[src/hdl/sat_pkg.sv]
package sat_pkg;

	// ----------------------------------------
	// Register map (byte addresses)
	// ----------------------------------------
	localparam logic [11:0] ADDR_RATED_VOLTAGE = 12'h000;
	localparam logic [11:0] ADDR_POLE_COUNT = 12'h004;
	localparam logic [11:0] ADDR_AUTOTUNE_SEL = 12'h008;
	localparam logic [11:0] ADDR_CONTROL = 12'h00C;
	localparam logic [11:0] ADDR_STATUS = 12'h010;
	localparam logic [11:0] ADDR_IRQ_STATUS = 12'h014;
	localparam logic [11:0] ADDR_IRQ_MASK = 12'h018;
	localparam logic [11:0] ADDR_MOTOR_SET = 12'h01C;
	localparam logic [11:0] ADDR_VOLT_LIMIT = 12'h020;

	// ----------------------------------------
	// Field positions and reset values
	// ----------------------------------------
	localparam int CTL_ENABLE_BIT = 0;
	localparam int CTL_REVERSE_SEL_BIT = 1;
	localparam int CTL_SECOND_MOTOR_BIT = 2;
	localparam int CTL_WORD_ENABLE_BIT = 3;
	localparam int CTL_COPY_MODE_LSB = 4;
	localparam logic [7:0] AUTOTUNE_SEL_MAX = 8'h06;
	localparam logic [7:0] AUTOTUNE_GAINS_ONLY = 8'h06;
	localparam logic [7:0] AUTOTUNE_SHORT_LOW = 8'h01;
	localparam logic [7:0] POLE_CODE_MAX = 8'h3C;
	localparam logic [7:0] POLE_RESET = 8'h03;
	localparam logic [7:0] POLE_AUTO_POLES = 8'h06;
	localparam logic [2:0] COPY_AUTO = 3'h3;
	localparam logic [2:0] COPY_BOOT = 3'h4;
	localparam logic [15:0] VOLT_200_RATING = 16'h00E6;
	localparam logic [15:0] VOLT_400_EUR = 16'h0190;
	localparam logic [15:0] VOLT_400_USA = 16'h01E0;
	localparam logic [15:0] VOLT_600_RATING = 16'h023F;
	localparam logic [15:0] VOLT_690_RATING = 16'h02B2;

	// ----------------------------------------
	// Timing
	// ----------------------------------------
	localparam int CLK_HZ = 25000000;
	localparam int SHORT_TEST_MS = 2000;
	localparam int SHORT_TEST_CYCLES = (CLK_HZ / 1000) * SHORT_TEST_MS;
	localparam int ELEC_REVS = 2;

	// ----------------------------------------
	// Types
	// ----------------------------------------
	typedef enum logic [1:0] {SAT_RATING_200, SAT_RATING_400, SAT_RATING_600, SAT_RATING_690} sat_rating_t;

	typedef struct packed {
		logic valid;
		logic second_set;
		logic card;
		logic [2:0] item;
		logic [15:0] value;
	} sat_store_t;

	localparam logic [2:0] ITEM_PHASE = 3'h1;
	localparam logic [2:0] ITEM_GAINS = 3'h2;

endpackage

[src/hdl/sat_sequencer.sv]
`timescale 1ns/1ps

module sat_sequencer #(
	parameter int SHORT_CYCLES = sat_pkg::SHORT_TEST_CYCLES
) (
	input wire logic ref_clk_i,
	input wire logic rst_b_i,
	input wire logic psel_i,
	input wire logic penable_i,
	input wire logic pwrite_i,
	input wire logic [11:0] paddr_i,
	input wire logic [31:0] pwdata_i,
	output logic [31:0] prdata_o,
	output logic pready_o,
	output logic pslverr_o,
	input wire logic [1:0] rating_i,
	input wire logic usa_i,
	input wire logic enable_pin_i,
	input wire logic run_fwd_i,
	input wire logic run_rev_i,
	input wire logic trip_i,
	input wire logic motor_stopped_i,
	input wire logic rev_done_i,
	input wire logic [15:0] phase_meas_i,
	input wire logic [15:0] stator_res_i,
	input wire logic [15:0] trans_ind_i,
	input wire logic [15:0] headroom_i,
	output logic drive_en_o,
	output logic inhibit_o,
	output logic stop_state_o,
	output logic rotate_o,
	output logic reverse_o,
	output logic [1:0] revs_target_o,
	output logic busy_o,
	output logic gain_recalc_o,
	output logic [7:0] poles_o,
	output logic [15:0] volt_limit_o,
	output sat_pkg::sat_store_t store_o,
	output logic irq_o
);

	typedef enum {S_IDLE, S_ROTATE, S_SETTLE, S_GAINS, S_DONE} sat_state_t;

	// ----------------------------------------
	// Pin synchronisers
	// ----------------------------------------
	logic [5:0] sync1;
	logic [5:0] sync2;
	logic rev_seen;
	always_ff @(posedge ref_clk_i or negedge rst_b_i) begin
		if (!rst_b_i) begin
			sync1 <= 6'h00;
			sync2 <= 6'h00;
			rev_seen <= 1'b0;
		end else begin
			sync1 <= {enable_pin_i, run_fwd_i, run_rev_i, trip_i, motor_stopped_i, rev_done_i};
			sync2 <= sync1;
			rev_seen <= sync2[0];
		end
	end
	wire en_pin = sync2[5];
	wire run_f = sync2[4];
	wire run_r = sync2[3];
	wire trip = sync2[2];
	wire stopped = sync2[1];
	wire rev_done = sync2[0];
	// Count pulses, not cycles: the encoder holds its rev pulse for several clocks
	wire rev_rise = rev_done && !rev_seen;

	// ----------------------------------------
	// Registers
	// ----------------------------------------
	logic [15:0] rated_voltage;
	logic [7:0] pole_code;
	logic [7:0] sel;
	logic [6:0] ctrl;
	logic [3:0] irq_st;
	logic [3:0] irq_mask;
	logic rating_loaded;
	sat_state_t state;
	logic [31:0] cnt;
	logic [1:0] revs;
	logic run_dir_rev;
	logic second_latched;
	logic was_disabled;
	logic need_release;
	logic ev_start;
	logic ev_done;
	logic ev_trip;
	logic ev_store;

	function automatic logic [15:0] rating_default(input logic [1:0] r, input logic usa);
		case (r)
			2'h0: rating_default = sat_pkg::VOLT_200_RATING;
			2'h1: rating_default = usa ? sat_pkg::VOLT_400_USA : sat_pkg::VOLT_400_EUR;
			2'h2: rating_default = sat_pkg::VOLT_600_RATING;
			default: rating_default = sat_pkg::VOLT_690_RATING;
		endcase
	endfunction

	function automatic logic hit(input logic [11:0] a, input logic [11:0] b);
		hit = (a == b);
	endfunction

	// Writes land only on the edge where the master sees pready, never twice
	wire wr = psel_i && penable_i && pwrite_i && pready_o;
	wire enabled = ctrl[sat_pkg::CTL_ENABLE_BIT] && ctrl[sat_pkg::CTL_WORD_ENABLE_BIT] && en_pin;
	wire run_any = run_f || run_r;
	wire [2:0] copy_mode = ctrl[sat_pkg::CTL_COPY_MODE_LSB +: 3];
	wire gains_ok = (stator_res_i != 16'h0000) && (trans_ind_i != 16'h0000);

	always_ff @(posedge ref_clk_i or negedge rst_b_i) begin
		if (!rst_b_i) begin
			rated_voltage <= sat_pkg::VOLT_200_RATING;
			rating_loaded <= 1'b0;
			pole_code <= sat_pkg::POLE_RESET;
			sel <= 8'h00;
			ctrl <= 7'h00;
			irq_mask <= 4'h0;
		end else begin
			// Rating straps are static; read once on the first edge out of reset
			if (!rating_loaded) begin
				rating_loaded <= 1'b1;
				rated_voltage <= rating_default(rating_i, usa_i);
			end else if (wr && hit(paddr_i, sat_pkg::ADDR_RATED_VOLTAGE)) begin
				rated_voltage <= pwdata_i[15:0];
			end
			if (wr && hit(paddr_i, sat_pkg::ADDR_POLE_COUNT) && pwdata_i[7:0] <= sat_pkg::POLE_CODE_MAX) begin
				pole_code <= pwdata_i[7:0];
			end
			if (wr && hit(paddr_i, sat_pkg::ADDR_AUTOTUNE_SEL) && pwdata_i[7:0] <= sat_pkg::AUTOTUNE_SEL_MAX) begin
				sel <= pwdata_i[7:0];
			end else if (state == S_DONE || (sel == sat_pkg::AUTOTUNE_GAINS_ONLY && state == S_GAINS)) begin
				sel <= 8'h00;
			end
			if (wr && hit(paddr_i, sat_pkg::ADDR_CONTROL)) begin
				ctrl <= pwdata_i[6:0];
			end
			if (wr && hit(paddr_i, sat_pkg::ADDR_IRQ_MASK)) begin
				irq_mask <= pwdata_i[3:0];
			end
		end
	end

	// ----------------------------------------
	// Sequencer
	// ----------------------------------------
	// Remember disabled-before-start so a test never launches out of a running drive
	always_ff @(posedge ref_clk_i or negedge rst_b_i) begin
		if (!rst_b_i) begin
			was_disabled <= 1'b0;
			need_release <= 1'b0;
		end else begin
			if (!enabled) begin
				was_disabled <= 1'b1;
			end else if (state != S_IDLE || sel == 8'h00) begin
				// Stopped or running without a selector: a later selector write must not start
				was_disabled <= 1'b0;
			end
			if (state == S_DONE) begin
				need_release <= 1'b1;
			end else if (!enabled) begin
				need_release <= 1'b0;
			end
		end
	end

	wire start_ok = sel != 8'h00 && sel != sat_pkg::AUTOTUNE_GAINS_ONLY && enabled && run_any
		&& was_disabled && !need_release && state == S_IDLE;

	always_ff @(posedge ref_clk_i or negedge rst_b_i) begin
		if (!rst_b_i) begin
			state <= S_IDLE;
			cnt <= 32'h0;
			revs <= 2'h0;
			run_dir_rev <= 1'b0;
			second_latched <= 1'b0;
		end else begin
			case (state)
				S_IDLE: begin
					cnt <= 32'h0;
					revs <= 2'h0;
					if (sel == sat_pkg::AUTOTUNE_GAINS_ONLY) begin
						state <= S_GAINS;
					end else if (start_ok) begin
						run_dir_rev <= ctrl[sat_pkg::CTL_REVERSE_SEL_BIT] || run_r;
						second_latched <= ctrl[sat_pkg::CTL_SECOND_MOTOR_BIT];
						state <= (sel == sat_pkg::AUTOTUNE_SHORT_LOW) ? S_ROTATE : S_GAINS;
					end
				end
				S_ROTATE: begin
					cnt <= cnt + 32'h1;
					if (trip) begin
						state <= S_IDLE;
					end else begin
						if (rev_rise) begin
							revs <= revs + 2'h1;
						end
						if (revs == 2'(sat_pkg::ELEC_REVS)) begin
							state <= S_SETTLE;
						end
					end
				end
				S_SETTLE: begin
					// Counter runs from the start, so the limit bounds the whole test, not the settle
					cnt <= cnt + 32'h1;
					if (trip) begin
						state <= S_IDLE;
					end else if (stopped && cnt >= 32'(SHORT_CYCLES)) begin
						state <= S_DONE;
					end
				end
				S_GAINS: begin
					state <= (sel == sat_pkg::AUTOTUNE_GAINS_ONLY) ? S_IDLE : S_DONE;
				end
				S_DONE: begin
					state <= S_IDLE;
				end
				default: begin
					state <= S_IDLE;
				end
			endcase
		end
	end

	// ----------------------------------------
	// Outputs and stores
	// ----------------------------------------
	always_ff @(posedge ref_clk_i or negedge rst_b_i) begin
		if (!rst_b_i) begin
			drive_en_o <= 1'b0;
			inhibit_o <= 1'b1;
			stop_state_o <= 1'b0;
			rotate_o <= 1'b0;
			reverse_o <= 1'b0;
			revs_target_o <= 2'h0;
			busy_o <= 1'b0;
			gain_recalc_o <= 1'b0;
			poles_o <= sat_pkg::POLE_AUTO_POLES;
			volt_limit_o <= 16'h0000;
			store_o <= '0;
		end else begin
			drive_en_o <= enabled && !need_release && state != S_DONE;
			inhibit_o <= !enabled || need_release || state == S_DONE;
			stop_state_o <= enabled && !run_any && sel == 8'h00;
			rotate_o <= state == S_ROTATE;
			reverse_o <= run_dir_rev;
			revs_target_o <= 2'(sat_pkg::ELEC_REVS);
			busy_o <= state == S_ROTATE || state == S_SETTLE;
			gain_recalc_o <= state == S_GAINS && gains_ok;
			poles_o <= (pole_code == 8'h00) ? sat_pkg::POLE_AUTO_POLES : 8'(pole_code * 2);
			volt_limit_o <= (rated_voltage < headroom_i) ? rated_voltage : headroom_i;
			store_o.valid <= (state == S_SETTLE && !trip && stopped && cnt >= 32'(SHORT_CYCLES))
				|| (state == S_GAINS && gains_ok && sel != sat_pkg::AUTOTUNE_GAINS_ONLY);
			store_o.second_set <= second_latched;
			store_o.card <= copy_mode == sat_pkg::COPY_AUTO || copy_mode == sat_pkg::COPY_BOOT;
			store_o.item <= (state == S_GAINS) ? sat_pkg::ITEM_GAINS : sat_pkg::ITEM_PHASE;
			store_o.value <= phase_meas_i;
		end
	end

	// ----------------------------------------
	// Interrupts
	// ----------------------------------------
	always_comb begin
		ev_start = state == S_IDLE && start_ok;
		ev_done = state == S_DONE;
		ev_trip = (state == S_ROTATE || state == S_SETTLE) && trip;
		ev_store = store_o.valid;
	end

	// Set beats write-one-clear so an event in the clearing cycle survives
	always_ff @(posedge ref_clk_i or negedge rst_b_i) begin
		if (!rst_b_i) begin
			irq_st <= 4'h0;
			irq_o <= 1'b0;
		end else begin
			irq_st <= (irq_st & ~((wr && hit(paddr_i, sat_pkg::ADDR_IRQ_STATUS)) ? pwdata_i[3:0] : 4'h0))
				| {ev_store, ev_trip, ev_done, ev_start};
			irq_o <= |(irq_st & irq_mask);
		end
	end

	// ----------------------------------------
	// APB read path, one wait state
	// ----------------------------------------
	always_ff @(posedge ref_clk_i or negedge rst_b_i) begin
		if (!rst_b_i) begin
			prdata_o <= 32'h0;
			pready_o <= 1'b0;
			pslverr_o <= 1'b0;
		end else begin
			pready_o <= psel_i && penable_i && !pready_o;
			pslverr_o <= 1'b0;
			prdata_o <= 32'h0;
			if (psel_i && penable_i && !pready_o) begin
				case (paddr_i)
					sat_pkg::ADDR_RATED_VOLTAGE: prdata_o <= {16'h0000, rated_voltage};
					sat_pkg::ADDR_POLE_COUNT: prdata_o <= {24'h000000, pole_code};
					sat_pkg::ADDR_AUTOTUNE_SEL: prdata_o <= {24'h000000, sel};
					sat_pkg::ADDR_CONTROL: prdata_o <= {25'h0000000, ctrl};
					sat_pkg::ADDR_STATUS: prdata_o <= {28'h0000000, need_release, busy_o, inhibit_o, drive_en_o};
					sat_pkg::ADDR_IRQ_STATUS: prdata_o <= {28'h0000000, irq_st};
					sat_pkg::ADDR_IRQ_MASK: prdata_o <= {28'h0000000, irq_mask};
					sat_pkg::ADDR_MOTOR_SET: prdata_o <= {31'h00000000, second_latched};
					sat_pkg::ADDR_VOLT_LIMIT: prdata_o <= {16'h0000, volt_limit_o};
					default: pslverr_o <= 1'b1;
				endcase
			end
		end
	end

	// ----------------------------------------
	// Checks
	// ----------------------------------------
	chk_busy_trip_end: assert property (@(posedge ref_clk_i) disable iff (!rst_b_i)
		ev_trip |=> state == S_IDLE ##1 !busy_o) else $error("trip did not end test");
	chk_done_disable: assert property (@(posedge ref_clk_i) disable iff (!rst_b_i)
		state == S_DONE |=> !drive_en_o && inhibit_o) else $error("drive not disabled after success");
	chk_start_needs_sel: assert property (@(posedge ref_clk_i) disable iff (!rst_b_i)
		(state == S_IDLE && $past(sel) == 8'h00 && sel == 8'h00) |=> state == S_IDLE) else $error("test without selector");
	chk_no_stop_sel: assert property (@(posedge ref_clk_i) disable iff (!rst_b_i)
		sel != 8'h00 |=> !stop_state_o) else $error("stop state with selector set");
	chk_gains_held: assert property (@(posedge ref_clk_i) disable iff (!rst_b_i)
		!gains_ok |=> !gain_recalc_o) else $error("gains updated with zero motor value");
	chk_rotate_dir: assert property (@(posedge ref_clk_i) disable iff (!rst_b_i)
		(state == S_IDLE && start_ok && run_r) |=> ##1 reverse_o) else $error("reverse run not reversed");
	chk_volt_min: assert property (@(posedge ref_clk_i) disable iff (!rst_b_i)
		$past(rst_b_i) |-> volt_limit_o <= $past(rated_voltage) && volt_limit_o <= $past(headroom_i))
		else $error("voltage limit above rated or headroom");
	chk_release_block: assert property (@(posedge ref_clk_i) disable iff (!rst_b_i)
		need_release |-> !start_ok) else $error("restart without enable removal");
	cov_short_done: cover property (@(posedge ref_clk_i) disable iff (!rst_b_i) state == S_SETTLE ##1 state == S_DONE);
	cov_trip: cover property (@(posedge ref_clk_i) disable iff (!rst_b_i) ev_trip);
	cov_gains_only: cover property (@(posedge ref_clk_i) disable iff (!rst_b_i) gain_recalc_o && sel == 8'h00);
	chk_settle_revs: assert property (@(posedge ref_clk_i) disable iff (!rst_b_i)
		$rose(state == S_SETTLE) |-> revs == 2'(sat_pkg::ELEC_REVS)) else $error("settle before two revolutions");
	chk_trip_no_store: assert property (@(posedge ref_clk_i) disable iff (!rst_b_i)
		ev_trip |=> !store_o.valid ##1 !store_o.valid) else $error("result stored after trip");
	chk_busy_rotate: assert property (@(posedge ref_clk_i) disable iff (!rst_b_i)
		state == S_ROTATE |=> busy_o) else $error("busy low during test");
	chk_start_disabled: assert property (@(posedge ref_clk_i) disable iff (!rst_b_i)
		(state == S_IDLE && $past(enabled) && enabled && $past(sel) == 8'h00 && sel != 8'h00
		&& sel != sat_pkg::AUTOTUNE_GAINS_ONLY) |=> state == S_IDLE) else $error("test started from stop state");
	chk_gains_only: assert property (@(posedge ref_clk_i) disable iff (!rst_b_i)
		(state == S_IDLE && sel == sat_pkg::AUTOTUNE_GAINS_ONLY) |=> state == S_GAINS ##1 !store_o.valid)
		else $error("gains-only request not served");
	cov_reverse_start: cover property (@(posedge ref_clk_i) disable iff (!rst_b_i)
		state == S_IDLE && start_ok && run_r);
	cov_gains_store: cover property (@(posedge ref_clk_i) disable iff (!rst_b_i)
		store_o.valid && store_o.item == sat_pkg::ITEM_GAINS);

endmodule

[config.mk]
export PLATFORM = sky130hd
export DESIGN_NAME = sat_sequencer
export DESIGN_NICKNAME = d
export VERILOG_FILES = /design/src/hdl/sat_pkg.sv /design/src/hdl/sat_sequencer.sv
export SDC_FILE = /design/constraint.sdc
export NUM_CORES = 1
export LEC_CHECK = 0
export BUFFER_PORTS_ARGS = -buffer_cell sky130_fd_sc_hd__buf_2
export CAP_MARGIN = 20
export CORE_UTILIZATION = 45
export CTS_BUF_LIST = sky130_fd_sc_hd__clkbuf_16
export CTS_CLUSTER_DIAMETER = 100
export DETAILED_ROUTE_END_ITERATION = 12
export PLACE_DENSITY = 0.7
export SLEW_MARGIN = 10
export SYNTH_ARGS = -nofsm -noshare
export SYNTH_HDL_FRONTEND = slang
export SYNTH_SLANG_ARGS = --single-unit
[constraint.sdc]
create_clock -name ref_clk_i -period 2.4 [get_ports ref_clk_i]
set_input_delay 0.36 -clock ref_clk_i [delete_from_list [all_inputs] [get_ports ref_clk_i]]
set_output_delay 0.36 -clock ref_clk_i [all_outputs]
set_load 0.005 [all_outputs]
==> impl_metrics.json, run 1 <==
{
  "stdcell_count": 1133,
  "post_cts_buffers": 0,
  "switching_share": 0.246,
  "max_cap_violations": 0,
  "postCtsHoldBufs": 1,
  "route.met2.wl_um": 8970,
  "holdWs_ps": 27.2,
  "routed_wl_um": 18700,
  "clk_path_buf_depth": 2,
  "dp_hpwl_um": 13900,
  "critPathArrivalTime_ps": 2610,
  "worst_ep_required_time_ps": 2720,
  "cts_resized": 0,
  "netlist_area_um2": 7930,
  "synth.top_cell.area_share": 0.511,
  "cts_sinks": 172,
  "max_slew.worst_pin.slew_ps": 532,
  "post_synth.cell_area_avg_um2": 11.3,
  "fmax_ghz": 0.437,
  "hold_viol": 0,
  "antenna_cells": 0,
  "htreeDepth": 4,
  "cts_tree": "built",
  "clkTransAtPathRegs_ps": 70,
  "rsz0062_at_grt": "no",
  "p_leak_nw": 4.86,
  "rrSetupSlack_ps": 110,
  "synth_most_common_cell": "dfrtp_1",
  "synth_cell_types": 68,
  "hold_path_end": "sync1[3]",
  "synth_seq_area_share": 0.544,
  "cts_buffers": 17,
  "reg2reg_from": "rated_voltage[7]",
  "synthTopCellsByArea": "dfrtp_1 (51%), mux2i_1 (7.2%), mux2_2 (5.4%)",
  "rr_endpoint": "volt_limit_o[4]",
  "synthFlopType": "dfrtp_1",
  "cts_root_buf": "clkbuf_16",
  "reg2regPathDepth": 7,
  "top_layer": "met4",
  "grt_pass1_wl_um": 30300,
  "peakVddDrop_mv": 0.522,
  "switchingPower_mw": 1.50,
  "dpl.cell_count": 1100,
  "synth_edf_count": 0,
  "drt_iter0_drc": 353,
  "initial_utilization": 0.460,
  "die_y_um": 135,
  "wire_per_inst_um": 16.5,
  "die_w_um": 135,
  "place.gp.congestion": 0.837,
  "clock_power_share": 0.445,
  "hp-class": "in2reg",
  "firstDrtPassIters": 7,
  "final_area_um2": 9720,
  "tns_ps": 0,
  "ys_top_cells_by_count": "dfrtp_1 (162), nand2_1 (61), mux2i_1 (57)",
  "drcViolationCount": 0,
  "fin_crit_ps": 2290,
  "clock_latency_ps": 430,
  "grt_pass1_vias": 5777,
  "dpl-instance-area_um2": 9120,
  "critPathLaunchType": "register",
  "multi_input_area_um2": 3320,
  "ios": 212,
  "route.met3.wl_um": 899,
  "port_buffers": 176,
  "syn_to_final_growth_pct": 22.6,
  "vias": 5939,
  "overflow": 0,
  "yosys_warnings": 0,
  "period_share": 0.954,
  "whs_path_depth": 1,
  "async_flop_share": 1.00,
  "fillers": 1469,
  "antenna_found_initial": 0,
  "cp-end-kind": "register",
  "intPower_mw": 4.60,
  "setup_viol": 0,
  "slew_headroom": 0.643,
  "nets": 1035,
  "comb_power_share": 0.064,
  "core.rowCount": 48,
  "seqPwrFrac": 0.491,
  "synth_seq_cells": 172,
  "slew_viol_final": 0,
  "crit_type": "reg2reg",
  "met1_length_um": 8570,
  "power_density_nw_per_um2": 628,
  "ant_nets": 0,
  "hp-start": "run_rev_i",
  "die-area_um2": 18200,
  "synth_top_cell_by_area": "dfrtp_1",
  "placeableCoreArea_um2": 17200,
  "synthCells": 699,
  "grt_max_degree": 74,
  "finClkSkew_ps": 5.81,
  "grt_usage": 0.218,
  "cp_max_fo": 6,
  "drive_above_1_share": 0.333,
  "viasPerCell": 5.24,
  "ff_latch_area_um2": 4320,
  "status": "finished, final reports clean"
}
==> flip-flops by register name (all words and copies together) (netlist names), 2 cells and up <==
register / cells
cnt: 32
ctrl: 7
irq_mask: 4
irq_st: 4
pole_code: 8
poles_o: 7
prdata_o: 16
rated_voltage: 16
revs: 2
sel: 8
state: 3
store_o: 20
sync1: 6
sync2: 6
volt_limit_o: 16
==> worst max-delay path, stage by stage (launching register included) <==
cell and delay (ps):
dfstp_2 560, ha_1 150, and4_1 230, o21ai_0 90, or4_1 480, o211ai_2 110
buf_4 200, mux2_2 340
==> power groups by stage <==
| stage | Combinational [mW] | Clock, mW | Sequential, mW |
|---|---|---|---|
| after floorplan | 0.166 | 0 | 3.04 |
| after global placement | 0.385 | 0 | 3.05 |
| after detailed placement | 0.391 | 0 | 3.05 |
| after CTS | 0.394 | 2.76 | 3.00 |
| after global routing | 0.435 | 2.90 | 3.00 |
| final | 0.390 | 2.72 | 3.00 |
==> logic make-up after synthesis <==
kind of cell,synth area share
buffers and inverters,0.0458
muxes,0.126
DFF,0.544
and+or+nand+nor,0.166
adders and majority gates,0.0284
other,0.000947
xor gates and xnor gates,0.00331
AOI/OAI and AO/OA,0.0855
==> layer usage <==
metal | up-vias | global-route usage
li1 | 2872 | -
met4 | 0 | 0.0574
met1 | 2896 | 0.299
met2 | 151 | 0.350
met5 | - | 0
met3 | 20 | 0.0469
==> worst max-delay path by stage <==
stage               cells after the start          endpoint  slack (ps)             start
CTS                                     7   volt_limit_o[2]         120  rated_voltage[7]
floorplan                               8  volt_limit_o[10]         190     headroom_i[7]
global placement                        9   volt_limit_o[4]          70     headroom_i[7]
finish                                  7   volt_limit_o[4]         110  rated_voltage[7]
global route                            7   volt_limit_o[4]          40  rated_voltage[4]
detailed placement                      9   volt_limit_o[4]          40     headroom_i[7]
==> cell usage in the layout (no fill, tap or decap), types with 7 or more instances in the layout <==
cell type and n:
a21oi_1 21, and2_1 7, and3_1 7, buf_2 175
buf_4 23, clkbuf_16 17, conb_1 20, dfrtp_1 162
dfstp_2 10, ha_1 18, inv_1 28, mux2_2 38
mux2i_1 57, nand2_1 61, nand3_1 19, nand4_1 11
nor2_1 48, nor2b_1 12, nor3_1 8, nor4_1 14
o21ai_0 28
==> metrics by stage <==
step / util / power (mW) / setup slack [ps]
floorplan: - / 3.21 / 188
global placement: 0.529 / 3.43 / 65.1
detailed placement: 0.529 / 3.44 / 44.4
CTS: 0.564 / 6.15 / 121
global route: 0.564 / 6.34 / 40.1
finish: 0.564 / 6.10 / 110
==> layout make-up <==
| class | count | share of cell area |
|---|---|---|
| clock buffer | 17 | 0.0438 |
| clock inverter | 15 | 0.0164 |
| inverter | 29 | 0.0112 |
| multi-input combinational | 473 | 0.341 |
| sequential | 172 | 0.444 |
| tap | 225 | 0.0290 |
| timing repair buffer | 202 | 0.114 |
Power figures use the tool's default switching activity.
==> inputs of run 2 (changes only) <==
--- a/config.mk
+++ b/config.mk
@@ -7,11 +7,11 @@
 export LEC_CHECK = 0
 export BUFFER_PORTS_ARGS = -buffer_cell sky130_fd_sc_hd__buf_2
 export CAP_MARGIN = 20
-export CORE_UTILIZATION = 45
+export CORE_UTILIZATION = 50
 export CTS_BUF_LIST = sky130_fd_sc_hd__clkbuf_16
 export CTS_CLUSTER_DIAMETER = 100
 export DETAILED_ROUTE_END_ITERATION = 12
-export PLACE_DENSITY = 0.7
+export PLACE_DENSITY = 0.76
 export SLEW_MARGIN = 10
 export SYNTH_ARGS = -nofsm -noshare
 export SYNTH_HDL_FRONTEND = slang
==> run 2 against run 1 <==
Sequential power barely moved. Largest cell class unchanged. Die area decreased by 9.9%. Via count is 1.5% higher. Critical path depth did not move.
==> impl_metrics.json, run 2 (synthesis results as in run 1) <==
{
  "status": "finished, final reports clean",
  "rrSetupSlack_ps": 70,
  "hp-class": "in2reg",
  "grt_pass1_wl_um": 30200,
  "cts_root_buf": "clkbuf_16",
  "antenna_found_initial": 0,
  "reg.largest.list": "cnt: 32 flops, store_o: 20 flops",
  "largest_reg_flops": 32,
  "viasPerCell": 5.40,
  "placeableCoreArea_um2": 15300,
  "initial_utilization": 0.518,
  "routed_wl_um": 18900,
  "drt_iter0_drc": 380,
  "power_density_nw_per_um2": 662,
  "comb_power_share": 0.062,
  "grt_pass1_vias": 5893,
  "cts_sinks": 172,
  "tns_ps": 0,
  "dp_hpwl_um": 13800,
  "reg2reg_from": "rated_voltage[5]",
  "ant_nets": 0,
  "mostFrequentLayoutCells": "buf_2 (175), dfrtp_1 (162), nand2_1 (61)",
  "place.gp.congestion": 0.904,
  "nets": 1033,
  "switchingPower_mw": 1.48,
  "cts_tree": "built",
  "period_share": 0.973,
  "grt_usage": 0.241,
  "cp-end-kind": "register",
  "critPathCapture": "volt_limit_o[3]",
  "dpl.cell_count": 1084,
  "dpl-instance-area_um2": 9120,
  "cts_buffers": 17,
  "p_leak_nw": 4.89,
  "die_y_um": 128,
  "holdWs_ps": 32.8,
  "power_mw": 6.48,
  "wire_per_inst_um": 16.9,
  "stdcell_count": 1117,
  "seqPwrFrac": 0.462,
  "peakVddDrop_mv": 0.492,
  "startpoint": "rated_voltage[5]",
  "critPathLaunchType": "register",
  "max_slew.worst_pin.slew_ps": 561,
  "max_cap_violations": 0,
  "fin_crit_ps": 2330,
  "worst_ep_required_time_ps": 2710,
  "rr_endpoint": "volt_limit_o[3]",
  "vias": 6027,
  "core.rowCount": 45,
  "slew_headroom": 0.626,
  "critPathArrivalTime_ps": 2640,
  "drcViolationCount": 0,
  "clock_power_share": 0.475,
  "syn_to_final_growth_pct": 23.6,
  "rsz0062_at_grt": "no",
  "overflow": 0,
  "clkTransAtPathRegs_ps": 70,
  "worst_slack_ps": 65.0,
  "setup_viol": 0,
  "dp_slack_ps": 50.7,
  "fmax_ghz": 0.428,
  "cp_max_fo": 8,
  "die_w_um": 128,
  "port_buffers": 176,
  "final_area_um2": 9800,
  "final_common_cell": "buf_2",
  "clock_latency_ps": 430,
  "ios": 212,
  "switching_share": 0.228,
  "finish.utilization": 0.640,
  "drive_above_1_share": 0.332,
  "firstDrtPassIters": 5,
  "reg2regPathDepth": 7,
  "grt_max_degree": 58,
  "die-area_um2": 16400,
  "largest_register": "cnt",
  "hold_viol": 0,
  "clk_path_buf_depth": 2,
  "crit_type": "reg2reg",
  "htreeDepth": 4,
  "fillers": 1242,
  "slew_viol_final": 0,
  "finClkSkew_ps": 6.20,
  "intPower_mw": 5.01,
  "antenna_cells": 0
}
run 2: changes by cell type in the layout (fill, tap and decap cells not counted):
cell	previous run	this run
clkinv_4	5	2
o211ai_4	0	1
clkinvlp_4	1	2
inv_6	4	3
o211ai_2	1	0
or4_1	1	0
bufinv_16	1	5
buf_4	23	19
or4_4	0	1
clkinv_8	1	0
buf_12	2	4
run 2: layer usage:
layer	part of all wire	track usage
met1	0.45	0.322
met2	0.49	0.394
met3	0.041	0.0459
met4	0.020	0.0851
met5	0	0
run 2: power groups by stage:
stage                     registers [mW]  logic, mW  clock network, mW
after floorplan                     3.04      0.166                  0
after global placement              3.05      0.390                  0
after detailed placement            3.05      0.400                  0
after CTS                           3.00      0.406               3.12
after global routing                3.00      0.451               3.25
final                               3.00      0.405               3.08
run 2: worst min path at each step:
stage | depth (start not counted) | start | slack, ps | end
floorplan | 0 | rst_b_i | 60 | busy_o
global placement | 0 | sync1[3] | 340 | sync2[3]
detailed placement | 0 | sync1[3] | 340 | sync2[3]
CTS | 1 | trip_i | 20 | sync1[2]
global route | 1 | motor_stopped_i | 20 | sync1[1]
finish | 1 | trip_i | 30 | sync1[2]
run 2: area by class of cell:
class | count | area [um2] | area share
clock inverters | 15 | 235 | 0.0240
repair buffers | 200 | 1120 | 0.114
well taps | 211 | 264 | 0.0269
clock buffers | 17 | 425 | 0.0434
flip-flops and latches | 172 | 4320 | 0.441
multi-input cells | 473 | 3330 | 0.340
inverters | 29 | 109 | 0.0111
run 2: worst max-delay path, cell delays in order (launching register included):
cell and delay, ps:
dfstp_2 570, ha_1 150, and4_1 250, o21ai_0 110, or4_4 500, o211ai_4 140, buf_12 170, mux2_2 340
run 2: repair_timing:
item	4_1_cts	5_1_grt
resized for setup	0	2
setup endpoints to repair	0	11
endpoints found under the hold margin	48	0
buffers inserted	0	0
hold buffers	1	0
==> inputs of run 3 (changes only) <==
--- a/config.mk
+++ b/config.mk
@@ -7,11 +7,11 @@
 export LEC_CHECK = 0
 export BUFFER_PORTS_ARGS = -buffer_cell sky130_fd_sc_hd__buf_2
 export CAP_MARGIN = 20
-export CORE_UTILIZATION = 50
+export CORE_UTILIZATION = 53
 export CTS_BUF_LIST = sky130_fd_sc_hd__clkbuf_16
 export CTS_CLUSTER_DIAMETER = 100
 export DETAILED_ROUTE_END_ITERATION = 12
-export PLACE_DENSITY = 0.76
+export PLACE_DENSITY = 0.8
 export SLEW_MARGIN = 10
 export SYNTH_ARGS = -nofsm -noshare
 export SYNTH_HDL_FRONTEND = slang
==> run 3 against run 2 <==
Sequential power about the same. Clock-buffer cell count unchanged. Hold slack worse by 2.2 ps. Die area down 5.6%. Fmax up 3.0%. Clock skew up 7.1 ps. Critical endpoint unchanged. Routed wire length down 0.32%.
==> impl_metrics.json, run 3 (synthesis results as in run 1) <==
{
  "status": "finished, final reports clean",
  "grtUsageMet2": 0.409,
  "initial_utilization": 0.543,
  "cts_buffers": 17,
  "firstDrtPassIters": 5,
  "grt_usage": 0.256,
  "critPathCapture": "volt_limit_o[3]",
  "grt_pass1_wl_um": 31100,
  "cts_tree": "built",
  "grt_pass1_vias": 6081,
  "tns_ps": 0,
  "finClkSkew_ps": 13.3,
  "drive_above_1_share": 0.326,
  "place.gp.congestion": 0.901,
  "clk_path_buf_depth": 2,
  "power_density_nw_per_um2": 624,
  "clock_latency_ps": 430,
  "largest_register": "cnt",
  "rsz0062_at_grt": "no",
  "ant_nets": 0,
  "grt_use_met3": 0.0580,
  "antenna_found_initial": 0,
  "drt_iter0_drc": 378,
  "worst_ep_required_time_ps": 2710,
  "cts_root_buf": "clkbuf_16",
  "max_cap_violations": 0,
  "grtUsageMet1": 0.338,
  "grt.busiest_layer": "met2",
  "drcViolationCount": 0,
  "startpoint": "rated_voltage[7]",
  "htreeDepth": 4,
  "final_common_cell": "buf_2",
  "fmax_ghz": 0.441,
  "power_mw": 6.01,
  "max_slew.worst_pin.slew_ps": 507,
  "routed_wl_um": 18800,
  "die_w_um": 124,
  "core.rowCount": 44,
  "post_cts_buffers": 0,
  "peakVddDrop_mv": 0.466,
  "period_share": 0.944,
  "reg.largest.list": "cnt: 32 flops, store_o: 20 flops",
  "viasPerCell": 5.63,
  "largest_reg_flops": 32,
  "reg2reg_from": "rated_voltage[7]",
  "antenna_cells": 0,
  "p_leak_nw": 4.83,
  "slew_viol_final": 0,
  "placeableCoreArea_um2": 14600,
  "die_y_um": 124,
  "syn_to_final_growth_pct": 21.3,
  "setup_viol": 0,
  "cp_max_fo": 8,
  "clkTransAtPathRegs_ps": 60,
  "cts_resized": 0,
  "crit_type": "reg2reg",
  "grt_max_degree": 54,
  "slew_headroom": 0.659,
  "rrSetupSlack_ps": 130,
  "critPathArrivalTime_ps": 2580,
  "hp-class": "in2reg",
  "ios": 212,
  "die-area_um2": 15500,
  "mostFrequentLayoutCells": "buf_2 (175), dfrtp_1 (162), nand2_1 (61)",
  "cts_sinks": 172,
  "nets": 1029,
  "fin_crit_ps": 2270,
  "reg2regPathDepth": 7,
  "hold_viol": 0,
  "port_buffers": 176,
  "critPathLaunchType": "register",
  "vias": 6110,
  "cp-end-kind": "register",
  "dp_hpwl_um": 13800,
  "wire_per_inst_um": 17.3,
  "whs_path_depth": 1,
  "rr_endpoint": "volt_limit_o[3]",
  "overflow": 0
}
==> run 3: how the worst min path moves through the flow <==
stage	start	end	slack (ps)
after global placement	sync1[5]	sync2[5]	330
after detailed placement	rst_b_i	volt_limit_o[6]	340
after CTS	phase_meas_i[6]	store_o[6]	20
final	enable_pin_i	sync1[5]	30
after floorplan	rst_b_i	busy_o	60
after global routing	enable_pin_i	sync1[5]	20
==> run 3: metal layers <==
| layer | routed length (um) | vias to the layer above | share of wire |
|---|---|---|---|
| li1 | - | 2862 | - |
| met1 | 8210 | 2993 | 0.44 |
| met2 | 9150 | 213 | 0.49 |
| met3 | 933 | 42 | 0.050 |
| met4 | 510 | 0 | 0.027 |
| met5 | 0 | - | 0 |
==> run 3: critical path, cell delays in order, from the launching register on <==
cell      delay (ps)
dfstp_2          560
ha_1             160
and4_1           210
o21ai_0           80
or4_1            480
o211ai_2         150
buf_12           170
mux2_2           330
==> run 3: through the flow <==
step            util  instance area (um2)  hold slack [ps]  cells  worst slack, ps
6_report       0.659                 9620             30.6   1086              134
5_1_grt        0.659                 9620             16.2   1086             69.0
4_1_cts        0.659                 9620             21.8   1086              134
3_5_place_dp   0.620                 9050              341   1053             57.9
3_3_place_gp   0.620                 9050              332   1053             85.6
2_1_floorplan      -                 8000             64.4    717              188
==> run 3: cell type report <==
| type | instances | area [um2] |
|---|---|---|
| Multi-Input combinational cell | 473 | 3320 |
| Inverter | 29 | 109 |
| Tap cell | 184 | 230 |
| Timing Repair Buffer | 196 | 1090 |
| Fill cell | 1128 | 4970 |
| Clock buffer | 17 | 425 |
| Clock inverter | 15 | 130 |
| Sequential cell | 172 | 4320 |
==> run 3: report_power, final <==
part	switching, mW	internal [mW]	total (mW)
clock	1.11	1.51	2.61
combinational	0.223	0.171	0.394
sequential	0.0377	2.96	3.00
==> run 3: timing repair <==
item,CTS,global route
hold endpoints to repair,47,0
hold buffers,1,0
setup endpoints to repair,0,0
